[src/pssl_regs.vh]
`ifndef PSSL_REGS_VH
`define PSSL_REGS_VH
// ----------------------------------------
// register offsets (byte addresses)
// ----------------------------------------
`define PSSL_OFS_STATUS    12'h030
`define PSSL_OFS_CORE_LVL  12'h034
`define PSSL_OFS_PLL_LVL   12'h040
`define PSSL_OFS_INT_STAT  12'h050
`define PSSL_OFS_INT_MASK  12'h054
// ----------------------------------------
// status field positions
// ----------------------------------------
`define PSSL_BIT_OSC_STABLE  24
`define PSSL_BIT_PLL_GOOD    19
`define PSSL_BIT_CORE_GOOD   16
`define PSSL_BIT_ANA_LIMIT   9
`define PSSL_BIT_CORE_LIMIT  8
`define PSSL_BIT_ANA_SOFT    1
`define PSSL_BIT_CORE_SOFT   0
// ----------------------------------------
// level field widths and steps
// ----------------------------------------
`define PSSL_CORE_LVL_W    7
`define PSSL_PLL_LVL_W     3
`define PSSL_CORE_BASE_MV  600
`define PSSL_CORE_STEP_MV  10
`define PSSL_PLL_BASE_MV   600
`define PSSL_PLL_STEP_MV   100
`define PSSL_NUM_EVENTS    7
`endif

[src/pssl_power_status_regs.v]
// The APB interface to the registers is this design's own decision.
`include "pssl_regs.vh"
`default_nettype none
// Function
// - status bit 24 is high while the on-chip oscillator is stable, read-only.
// - status bit 19 is high while the pll supply rail is good, read-only.
// - status bit 16 is high while the core supply rail is good, read-only.
// - bits 8 and 9 show the core and analog converters limiting current.
// - bits 0 and 1 show the core and analog converters in soft-start.
// - a 7-bit core level in bits 6:0 selects 0.60 V plus code times 10 mV.
// - both level fields take their reset value from the mode strap decode.
// - a 3-bit pll regulator level in bits 2:0 selects 0.6 V plus code times 100 mV.
module pssl_power_status_regs #(
   parameter [`PSSL_CORE_LVL_W-1:0] CORE_LVL_STRAP0 = 7'h28,
   parameter [`PSSL_CORE_LVL_W-1:0] CORE_LVL_STRAP1 = 7'h28,
   parameter [`PSSL_PLL_LVL_W-1:0]  PLL_LVL_STRAP0  = 3'h4,
   parameter [`PSSL_PLL_LVL_W-1:0]  PLL_LVL_STRAP1  = 3'h4
) (
   input  wire        ref_clk,
   input  wire        nrst,
   input  wire [11:0] paddr,
   input  wire        psel,
   input  wire        penable,
   input  wire        pwrite,
   input  wire [31:0] pwdata,
   input  wire [3:0]  pstrb,
   output reg  [31:0] prdata,
   output reg         pready,
   output reg         pslverr,
   input  wire [1:0]  modeStrap,
   input  wire        oscStable,
   input  wire        pllSupplyRailGood,
   input  wire        coreSupplyRailGood,
   input  wire        coreConverterLimit,
   input  wire        analogConverterLimit,
   input  wire        coreConverterSoftStart,
   input  wire        analogConverterSoftStart,
   output reg  [6:0]  coreLevel,
   output reg  [2:0]  pllRegulatorLevel,
   output reg         irq
);
   // ----------------------------------------
   // status snapshot
   // ----------------------------------------
   reg  [31:0] status_r;
   reg         strapDone_r;
   reg  [`PSSL_NUM_EVENTS-1:0] intMask_r;
   wire [`PSSL_NUM_EVENTS-1:0] evtSrc;
   wire [`PSSL_NUM_EVENTS-1:0] evtSticky;
   wire [31:0] statusNxt;
   wire        setupPhase;
   wire        wrAccess;
   wire        rdAccess;
   wire        clrEvents;
   reg  [31:0] rdData_nxt;
   reg         decErr_nxt;

   // live levels packed at their documented positions, reserved bits zero
   assign statusNxt = {7'h00, oscStable, 4'h0, pllSupplyRailGood, 2'h0,
                       coreSupplyRailGood, 6'h00, analogConverterLimit,
                       coreConverterLimit, 6'h00, analogConverterSoftStart,
                       coreConverterSoftStart};

   // registered once so reads and events see one coherent sample
   always @(posedge ref_clk) begin
      if (!nrst) begin
         status_r <= 32'h00000000;
      end else begin
         status_r <= statusNxt;
      end
   end

   // ----------------------------------------
   // event sticky bits
   // ----------------------------------------
   // each status condition raises an event when it comes on
   assign evtSrc = {status_r[`PSSL_BIT_OSC_STABLE], status_r[`PSSL_BIT_PLL_GOOD],
                    status_r[`PSSL_BIT_CORE_GOOD], status_r[`PSSL_BIT_ANA_LIMIT],
                    status_r[`PSSL_BIT_CORE_LIMIT], status_r[`PSSL_BIT_ANA_SOFT],
                    status_r[`PSSL_BIT_CORE_SOFT]};

   genvar gi;
   generate
      for (gi = 0; gi < `PSSL_NUM_EVENTS; gi = gi + 1) begin : gEvt
         pssl_event_bit uEvt (
            .ref_clk    (ref_clk),
            .nrst       (nrst),
            .srcLevel   (evtSrc[gi]),
            .clearPulse (clrEvents),
            .stickyBit  (evtSticky[gi])
         );
      end
   endgenerate

   // ----------------------------------------
   // apb decode
   // ----------------------------------------
   // zero wait states: pready is high in every access phase
   assign setupPhase = psel && !penable;
   assign wrAccess   = psel && penable && pready && pwrite;
   assign rdAccess   = psel && penable && pready && !pwrite;
   assign clrEvents  = rdAccess && (paddr == `PSSL_OFS_INT_STAT) && !pslverr;

   // read mux and unmapped-address check, evaluated in the setup phase
   always @* begin
      rdData_nxt = 32'h00000000;
      decErr_nxt = 1'b0;
      if (paddr == `PSSL_OFS_STATUS) begin
         rdData_nxt = status_r;
      end else if (paddr == `PSSL_OFS_CORE_LVL) begin
         rdData_nxt = {25'h0000000, coreLevel};
      end else if (paddr == `PSSL_OFS_PLL_LVL) begin
         rdData_nxt = {29'h00000000, pllRegulatorLevel};
      end else if (paddr == `PSSL_OFS_INT_STAT) begin
         rdData_nxt = {25'h0000000, evtSticky};
      end else if (paddr == `PSSL_OFS_INT_MASK) begin
         rdData_nxt = {25'h0000000, intMask_r};
      end else begin
         decErr_nxt = 1'b1;
      end
   end

   // answer registered in the setup cycle, held through the access phase
   always @(posedge ref_clk) begin
      if (!nrst) begin
         prdata  <= 32'h00000000;
         pready  <= 1'b0;
         pslverr <= 1'b0;
      end else if (setupPhase) begin
         prdata  <= pwrite ? 32'h00000000 : rdData_nxt;
         pready  <= 1'b1;
         pslverr <= decErr_nxt;
      end else begin
         prdata  <= 32'h00000000;
         pready  <= 1'b0;
         pslverr <= 1'b0;
      end
   end

   // ----------------------------------------
   // level registers
   // ----------------------------------------
   // strap decode: the level fields load once, in the first cycle after reset release,
   // because a synchronous reset must not copy a pin value directly
   always @(posedge ref_clk) begin
      if (!nrst) begin
         strapDone_r       <= 1'b0;
         coreLevel         <= 7'h00;
         pllRegulatorLevel <= 3'h0;
      end else if (!strapDone_r) begin
         strapDone_r       <= 1'b1;
         coreLevel         <= modeStrap[0] ? CORE_LVL_STRAP1 : CORE_LVL_STRAP0;
         pllRegulatorLevel <= modeStrap[0] ? PLL_LVL_STRAP1 : PLL_LVL_STRAP0;
      end else if (wrAccess && !pslverr && pstrb[0]) begin
         // slew and step limits are left to software; any code is taken as written
         if (paddr == `PSSL_OFS_CORE_LVL) begin
            coreLevel <= pwdata[`PSSL_CORE_LVL_W-1:0];
         end else if (paddr == `PSSL_OFS_PLL_LVL) begin
            pllRegulatorLevel <= pwdata[`PSSL_PLL_LVL_W-1:0];
         end
      end
   end

   // ----------------------------------------
   // interrupt mask and output
   // ----------------------------------------
   always @(posedge ref_clk) begin
      if (!nrst) begin
         intMask_r <= 7'h00;
      end else if (wrAccess && !pslverr && pstrb[0] && (paddr == `PSSL_OFS_INT_MASK)) begin
         intMask_r <= pwdata[`PSSL_NUM_EVENTS-1:0];
      end
   end

   // level output, one cycle behind the sticky bits
   always @(posedge ref_clk) begin
      if (!nrst) begin
         irq <= 1'b0;
      end else begin
         irq <= |(evtSticky & intMask_r);
      end
   end
endmodule // pssl_power_status_regs
`default_nettype wire

[src/pssl_event_bit.v]
`default_nettype none
// one sticky event bit: set on a rising edge of its source, cleared by a read of the interrupt status register
module pssl_event_bit (
   input  wire ref_clk,
   input  wire nrst,
   input  wire srcLevel,
   input  wire clearPulse,
   output reg  stickyBit
);
   reg srcLevel_r;

   // set wins over clear so an edge in the clearing cycle is kept
   always @(posedge ref_clk) begin
      if (!nrst) begin
         srcLevel_r <= 1'b0;
         stickyBit  <= 1'b0;
      end else begin
         srcLevel_r <= srcLevel;
         if (srcLevel && !srcLevel_r) begin
            stickyBit <= 1'b1;
         end else if (clearPulse) begin
            stickyBit <= 1'b0;
         end
      end
   end
endmodule // pssl_event_bit
`default_nettype wire

[config.mk]
export PLATFORM = sky130hd
export DESIGN_NAME = pssl_power_status_regs
export DESIGN_NICKNAME = d
export VERILOG_FILES = /design/src/pssl_power_status_regs.v /design/src/pssl_event_bit.v
export VERILOG_INCLUDE_DIRS = /design/src
export SDC_FILE = /design/constraint.sdc
export NUM_CORES = 1
export LEC_CHECK = 0
export BUFFER_PORTS_ARGS = -buffer_cell sky130_fd_sc_hd__buf_2
export CAP_MARGIN = 20
export CORE_MARGIN = 3
export CORE_UTILIZATION = 49
export DETAILED_ROUTE_END_ITERATION = 12
export PLACE_DENSITY = 0.85
export SYNTH_ARGS = -nofsm -noshare
export SYNTH_HDL_FRONTEND = slang
export SYNTH_SLANG_ARGS = --single-unit
export TNS_END_PERCENT = 5
[constraint.sdc]
create_clock -name ref_clk -period 3.35 [get_ports ref_clk]
set_input_delay 0.67 -clock ref_clk [delete_from_list [all_inputs] [get_ports ref_clk]]
set_output_delay 0.67 -clock ref_clk [all_outputs]
set_load 0.03 [all_outputs]
==> flow_summary.toml, run 1 <==
[power_and_ir_drop]
cellPowerDensity_mw_per_mm2 = 455
vdd_drop_max_v = 0.000197
power_leakage_nw = 1.09

[logic_synthesis]
synth_area_leaders = "dfxtp_1 (49%), buf_4 (6.8%), and2_1 (4.8%)"
async_flop_share = 0
synth.avg_cell_area_um2 = 9.24
ys_ff_latch = 54
ys_types = 38
synthCells = 240
synth_edf_count = 0
synth_top_area_cell = "dfxtp_1"
synthesis.area_mm2 = 0.00222
yosys_warnings = 0
seq_area_frac_synth = 0.487
yosysTopAreaCellShare = 0.487
synthFlopType = "dfxtp_1"

[detailed_routing]
wire_per_inst_um = 14.0
wl_mm = 4.83
viasPerCell = 5.49
drt_iter0_drc = 102
first_pass_iters = 4
num_vias = 1899
drc = 0
ant_nets = 0

[cts]
cts_tree = "done"
clk_latency_ps = 310
post_cts_resized = 0
cts_sinks = 54
cts_made_buffers = 5
htreeDepth = 2
root_buffer = "clkbuf_8"
clockBufferDepth = 2
cts_hold_buf = 0
postCtsSetupBuffers = 0
path_clk_slew_ps = 90

[placed_design]
placed_area_mm2 = 0.00246
place_congestion = 0.918
dpl.hpwl_mm = 3.70
io_buffers = 56

[finish]
drive_gt1_frac = 0.250
utilization = 0.613
antenna_cells = 0
regArea_mm2 = 0.00108
fin_area_mm2 = 0.00256
multi_input_area_um2 = 973
nets = 357
area_growth_pct = 15.3
mostFrequentLayoutCells = "buf_2 (56), dfxtp_1 (54), o21ai_0 (20), conb_1 (20)"
layout_commonest_cell = "buf_2"
nFillCells = 358

[timing]
grt_setup_unrepaired = "false"
worst_slew_pin_slew_ps = 728
period_share = 0.707
setup-violations-final = 0
clock_skew_ps = 3.04
max_freq_mhz = 422
setup-tns-final_ps = 0
fin_crit_ps = 2370
maxSlewViolCount = 0
maxSlewHeadroom = 0.511
finalHoldViolCount = 0

[run]
cap_viol_max_count = 0

[floorplanning]
core_mm2 = 0.00417
die_w_um = 73.3
die_y_um = 73.3
initial_core_util = 0.532
dieArea_mm2 = 0.00537
io_pins = 107
num_rows = 23

[worst_setup_path]
endpoint_kind = "flop"
critPathMaxFanout = 10
worst_ep_required_time_ps = 3560
crit_arrival_ps = 2580
critPathLaunchType = "input pin"
critical_path_class = "in -> reg"

[global_route]
grt_pass1_wl_mm = 7.71
antenna_found_initial = 0
gr-total-overflow = 0
grt_pass1_vias = 1673
grt_max_degree = 20
grtUsageTotal = 0.186

[worst_hold_path]
hold_class = "reg -> reg"

[run_status]
status = "finished, final reports clean"
where the power goes:
part | switching, mW | internal (mW)
Sequential | 0.0109 | 0.660
Combinational | 0.0737 | 0.0345
Clock | 0.215 | 0.170
Total | 0.299 | 0.865
worst max-delay path, stage by stage:
cell,delay (ps)
buf_2,100
or4_1,620
or3_1,530
o31a_4,420
a22o_1,230
layout make-up:
type | count | share of cell area
clock buffer | 6 | 0.0323
clock inverter | 2 | 0.00685
inverter | 10 | 0.0147
multi-input combinational | 165 | 0.381
sequential | 54 | 0.423
tap | 50 | 0.0245
timing repair buffer | 59 | 0.118
state kept, by name, summed over array words and instances, names as in the netlist:
register	count
prdata	12
coreLevel	7
gEvt.uEvt.srcLevel_r	7
gEvt.uEvt.stickyBit	7
intMask_r	7
status_r	7
pllRegulatorLevel	3
irq	1
pready	1
pslverr	1
strapDone_r	1
per-layer routing:
layer  vias to the layer above  share of wire  GRT usage
met5                         -              0          0
met4                         0          0.014     0.0635
met3                        10          0.088     0.0575
met2                        84           0.47      0.293
met1                       876           0.43      0.241
li1                        929              -          -
path summary, 6_finish.rpt:
check                               from                             endpoint  slack (ps)  depth (start not counted)
setup / recovery                paddr[1]  gEvt[3].uEvt.stickyBit$_SDFFE_PN0P_         980                          5
hold / removal    status_r[9]$_SDFF_PN0_                 prdata[9]$_SDFF_PP0_         480                          1
setup reg to reg      pslverr$_SDFF_PP0_  gEvt[3].uEvt.stickyBit$_SDFFE_PN0P_        1710                          4
hold reg to reg   status_r[9]$_SDFF_PN0_                 prdata[9]$_SDFF_PP0_         480                          1
metrics by stage:
step / total power, mW / setup slack, ps / std cells / hold WS, ps
floorplan: 0.774 / 860 / 259 / 444
global placement: 0.791 / 657 / 338 / 450
detailed placement: 0.794 / 651 / 338 / 457
CTS: 1.17 / 994 / 346 / 480
global route: 1.21 / 921 / 346 / 497
finish: 1.16 / 981 / 346 / 478
cells by family (layout without fill, tap and decap cells):
kind of cell,Yosys count,in the layout,share of synthesized area
mux,5,5,0.0248
simple gates,79,79,0.204
compound gates,61,61,0.177
buf+inv,40,77,0.106
other cells,1,20,0.00169
flops,54,54,0.487
cells in the mapped netlist, types with 5 or more instances:
library cell,n
dfxtp_1,54
buf_4,20
o21ai_0,20
and2_1,17
nand3_1,17
a21oi_1,15
inv_1,10
nor2_1,10
a22oi_1,8
clkbuf_1,7
a22o_1,6
nor3_1,6
and3_1,5
Note: power is estimated with default switching activity, not from simulation.
==> run 2, diff against run 1 <==
- CORE_UTILIZATION: 49 -> 46
- PLACE_DENSITY: 0.85 -> 0.81
- clock period: 3.35 -> 2.5 ns (I/O delays scaled with it)
==> flow_summary.toml, run 2 (synthesis results as in run 1) <==
[run_status]
status = "finished, final reports clean"

[cts]
path_clk_slew_ps = 100
htreeDepth = 2
postCtsSetupBuffers = 0
cts_sinks = 54
post_cts_resized = 0
clockBufferDepth = 2
cts_made_buffers = 5
root_buffer = "clkbuf_8"
cts_hold_buf = 0
cts_tree = "done"
clk_latency_ps = 310

[finish]
largest-register = "prdata"
fin_area_mm2 = 0.00260
antenna_cells = 0
nets = 360
largest_reg_flops = 12
drive_gt1_frac = 0.258
utilization = 0.577
mostFrequentLayoutCells = "buf_2 (56), dfxtp_1 (54), o21ai_0 (20), conb_1 (20)"
layout_commonest_cell = "buf_2"
area_growth_pct = 17.1
nFillCells = 419

[worst_hold_path]
hold_class = "in -> reg"

[detailed_routing]
wire_per_inst_um = 14.5
wl_mm = 5.09
ant_nets = 0
num_vias = 1948
first_pass_iters = 4
drc = 0
viasPerCell = 5.55
drt_iter0_drc = 105

[floorplanning]
io_pins = 107
die_w_um = 75.4
die_y_um = 75.4
num_rows = 24
core_mm2 = 0.00450
dieArea_mm2 = 0.00569
initial_core_util = 0.493

[worst_setup_path]
crit_chain = "buf_2, or4_1, or3_1, o31a_4, a22o_1"
worst_ep_required_time_ps = 2710
slowest_delay_ps = 630
endpoint_kind = "flop"
critPathLaunchType = "input pin"
slowest_stage = "or4_1"
critical_path_class = "in -> reg"
critPathMaxFanout = 7
r2r_setup_slack_ps = 850
crit_arrival_ps = 2280

[placed_design]
dp_slack_ps = 99.3
place_congestion = 0.888
io_buffers = 56
dpl.hpwl_mm = 3.82
placed_area_mm2 = 0.00248

[global_route]
antenna_found_initial = 0
grtUsageTotal = 0.191
grt_pass1_wl_mm = 8.26
gr-total-overflow = 0
grt_max_degree = 20
grt_pass1_vias = 1767

[power_and_ir_drop]
vdd_drop_max_v = 0.000260
cellPowerDensity_mw_per_mm2 = 634
total_power_mw = 1.65
power_leakage_nw = 1.11

[timing]
fin_crit_ps = 2080
setup-tns-final_ps = 0
clock_skew_ps = 4.91
setup-violations-final = 0
maxSlewViolCount = 0
period_share = 0.830
setup_slack_ps = 425
max_freq_mhz = 482
grt_setup_unrepaired = "false"
finalHoldViolCount = 0

[run]
cap_viol_max_count = 0
run 2: report_power, final:
group | leakage [nW] | internal [mW] | total (mW) | switching [mW]
combinational | 0.613 | 0.0470 | 0.147 | 0.100
sequential | 0.441 | 0.885 | 0.901 | 0.0161
clock | 0.0591 | 0.306 | 0.598 | 0.292
total | 1.11 | 1.24 | 1.65 | 0.409
run 2: worst max-delay path, delay by kind of cell:
family                 cells  cell delay, ps
buffers and inverters      1             100
AOI/OAI and AO/OA          2             630
and+or+nand+nor            2            1050
run 2: area by class of cell:
type,count,area [um^2],area share
Sequential cell,54,1080,0.416
Multi-Input combinational cell,165,973,0.375
Timing Repair Buffer,62,325,0.125
Clock buffer,5,68.8,0.0265
Tap cell,52,65.1,0.0250
Clock inverter,3,47.5,0.0183
Inverter,10,37.5,0.0144
run 2: metal layers:
| layer | share of wire | up-vias | global-route usage |
|---|---|---|---|
| li1 | - | 941 | - |
| met1 | 0.41 | 916 | 0.229 |
| met2 | 0.49 | 80 | 0.316 |
| met3 | 0.073 | 11 | 0.0515 |
| met4 | 0.026 | 0 | 0.0932 |
| met5 | 0 | - | 0 |
run 2: worst paths after layout:
kind	start	endpoint	depth (start not counted)
hold / removal	coreConverterLimit	status_r[8]$_SDFF_PN0_	2
hold reg to reg	gEvt[2].uEvt.srcLevel_r$_SDFF_PN0_	gEvt[2].uEvt.stickyBit$_SDFFE_PN0P_	2
setup reg to reg	pslverr$_SDFF_PP0_	gEvt[4].uEvt.stickyBit$_SDFFE_PN0P_	4
setup / recovery	paddr[1]	gEvt[4].uEvt.stickyBit$_SDFFE_PN0P_	5
run 2: per-stage QoR:
step	std cells	hold slack (ps)
after floorplan	259	444
final	351	390
after global routing	351	374
after global placement	343	451
after CTS	351	387
after detailed placement	343	461
==> run 3, diff against run 2 <==
- CORE_UTILIZATION: 46 -> 41
- PLACE_DENSITY: 0.81 -> 0.76
- clock period: 2.5 -> 1.8 ns (I/O delays scaled with it)
==> flow_summary.toml, run 3 (synthesis results as in run 1) <==
[run_status]
status = "finished, final reports clean"

[finish]
area_growth_pct = 22.6
layout_commonest_cell = "buf_2"
largest-register = "prdata"
nets = 368
mostFrequentLayoutCells = "buf_2 (56), dfxtp_1 (54), o21ai_0 (20), conb_1 (20)"
fin_area_mm2 = 0.00272
antenna_cells = 0
utilization = 0.526
largest_reg_flops = 12
drive_gt1_frac = 0.287

[cts]
clk_latency_ps = 300
postCtsSetupBuffers = 0
cts_made_buffers = 5
path_clk_slew_ps = 90
root_buffer = "clkbuf_8"
clockBufferDepth = 2
cts_sinks = 54
cts_tree = "done"
htreeDepth = 2
cts_hold_buf = 0

[power_and_ir_drop]
vdd_drop_max_v = 0.000506
power_leakage_nw = 1.16
cellPowerDensity_mw_per_mm2 = 894

[detailed_routing]
wire_per_inst_um = 14.1
ant_nets = 0
num_vias = 1998
viasPerCell = 5.30
drc = 0
wl_mm = 5.31
first_pass_iters = 4
drt_iter0_drc = 123

[worst_setup_path]
r2r-start = "pslverr$_SDFF_PP0_"
r2r_setup_slack_ps = 240
r2r_cells = 4
worst_ep_required_time_ps = 2000
crit_arrival_ps = 1950
endpoint_kind = "flop"
critical_path_class = "in -> reg"
critPathMaxFanout = 7
r2r-end = "gEvt[2].uEvt.stickyBit$_SDFFE_PN0P_"
critPathLaunchType = "input pin"

[worst_hold_path]
hold_class = "in -> reg"
min_to = "status_r[19]$_SDFF_PN0_"
hp-start = "pllSupplyRailGood"
hold_depth = 2

[floorplanning]
die_w_um = 79.6
initial_core_util = 0.429
core_mm2 = 0.00517
dieArea_mm2 = 0.00633
die_y_um = 79.6
io_pins = 107
num_rows = 26

[timing]
grt_setup_unrepaired = "false"
period_share = 0.975
finalHoldViolCount = 0
max_freq_mhz = 570
setup_slack_ps = 44.9
clock_skew_ps = 9.17
maxSlewViolCount = 0
setup-violations-final = 0
fin_crit_ps = 1760

[placed_design]
place_congestion = 0.925
dp_slack_ps = -325
io_buffers = 56
dpl.hpwl_mm = 3.90
placed_area_mm2 = 0.00256

[global_route]
gr-total-overflow = 0
grt_use_met1 = 0.194
grtUsageTotal = 0.164
grt_pass1_vias = 1889
use_met3 = 0.0463
grt_max_degree = 19
grt_pass1_wl_mm = 8.28
top_usage_layer = "met2"
grtUsageMet2 = 0.290
antenna_found_initial = 0

[run]
cap_viol_max_count = 0
run 3: changes by cell type in the layout (fill, tap and decap cells not counted):
cell,before,now
inv_6,2,0
nor3_1,6,5
or4_4,0,2
clkbuf_8,5,6
nor3_2,0,1
bufinv_16,1,2
or4_1,2,0
buf_4,6,14
run 3: critical path: stages:
cell and delay (ps):
buf_2 110, or4_4 560, or3_1 370, o31a_4 330, a22o_1 210
run 3: metal layers:
layer,share of wire,vias up
met4,0.011,0
met2,0.51,77
met1,0.42,959
met3,0.061,6
li1,-,956
met5,0,-
run 3: report_power, final:
part	total (mW)	internal, mW	leakage, nW	switching [mW]
clock	0.964	0.593	0.0714	0.372
combinational	0.217	0.0736	0.652	0.143
sequential	1.25	1.23	0.441	0.0213
run 3: cell type report:
cell class	count	area, um^2
Clock buffer	6	82.6
Clock inverter	2	60.1
Fill cell	495	2450
Inverter	10	37.5
Multi-Input combinational cell	165	986
Sequential cell	54	1080
Tap cell	70	87.6
Timing Repair Buffer	70	385
run 3: timing repair:
action	in CTS	in global routing
resized for setup	1	2
setup endpoints to repair	2	12
hold endpoints to repair	0	0
run 3: worst max path at each step:
stage | depth (start not counted) | endpoint | start | slack [ps]
5_1_grt | 7 | coreLevel[3]$_SDFFE_PN0P_ | paddr[1] | 10
2_1_floorplan | 6 | gEvt[6].uEvt.stickyBit$_SDFFE_PN0P_ | paddr[1] | -270
6_report | 5 | gEvt[2].uEvt.stickyBit$_SDFFE_PN0P_ | paddr[1] | 40
4_1_cts | 5 | gEvt[4].uEvt.stickyBit$_SDFFE_PN0P_ | paddr[1] | 20
3_5_place_dp | 5 | coreLevel[5]$_SDFFE_PN0P_ | paddr[1] | -320
3_3_place_gp | 5 | coreLevel[5]$_SDFFE_PN0P_ | paddr[1] | -320
run 3: stage by stage:
| step | setup TNS, ps | hold slack, ps | std cells | power [mW] |
|---|---|---|---|---|
| floorplan | -3180 | 388 | 259 | 1.44 |
| global placement | -7050 | 450 | 369 | 1.49 |
| detailed placement | -7290 | 459 | 369 | 1.49 |
| CTS | 0 | 246 | 377 | 2.46 |
| global route | 0 | 241 | 377 | 2.53 |
| finish | 0 | 259 | 377 | 2.43 |
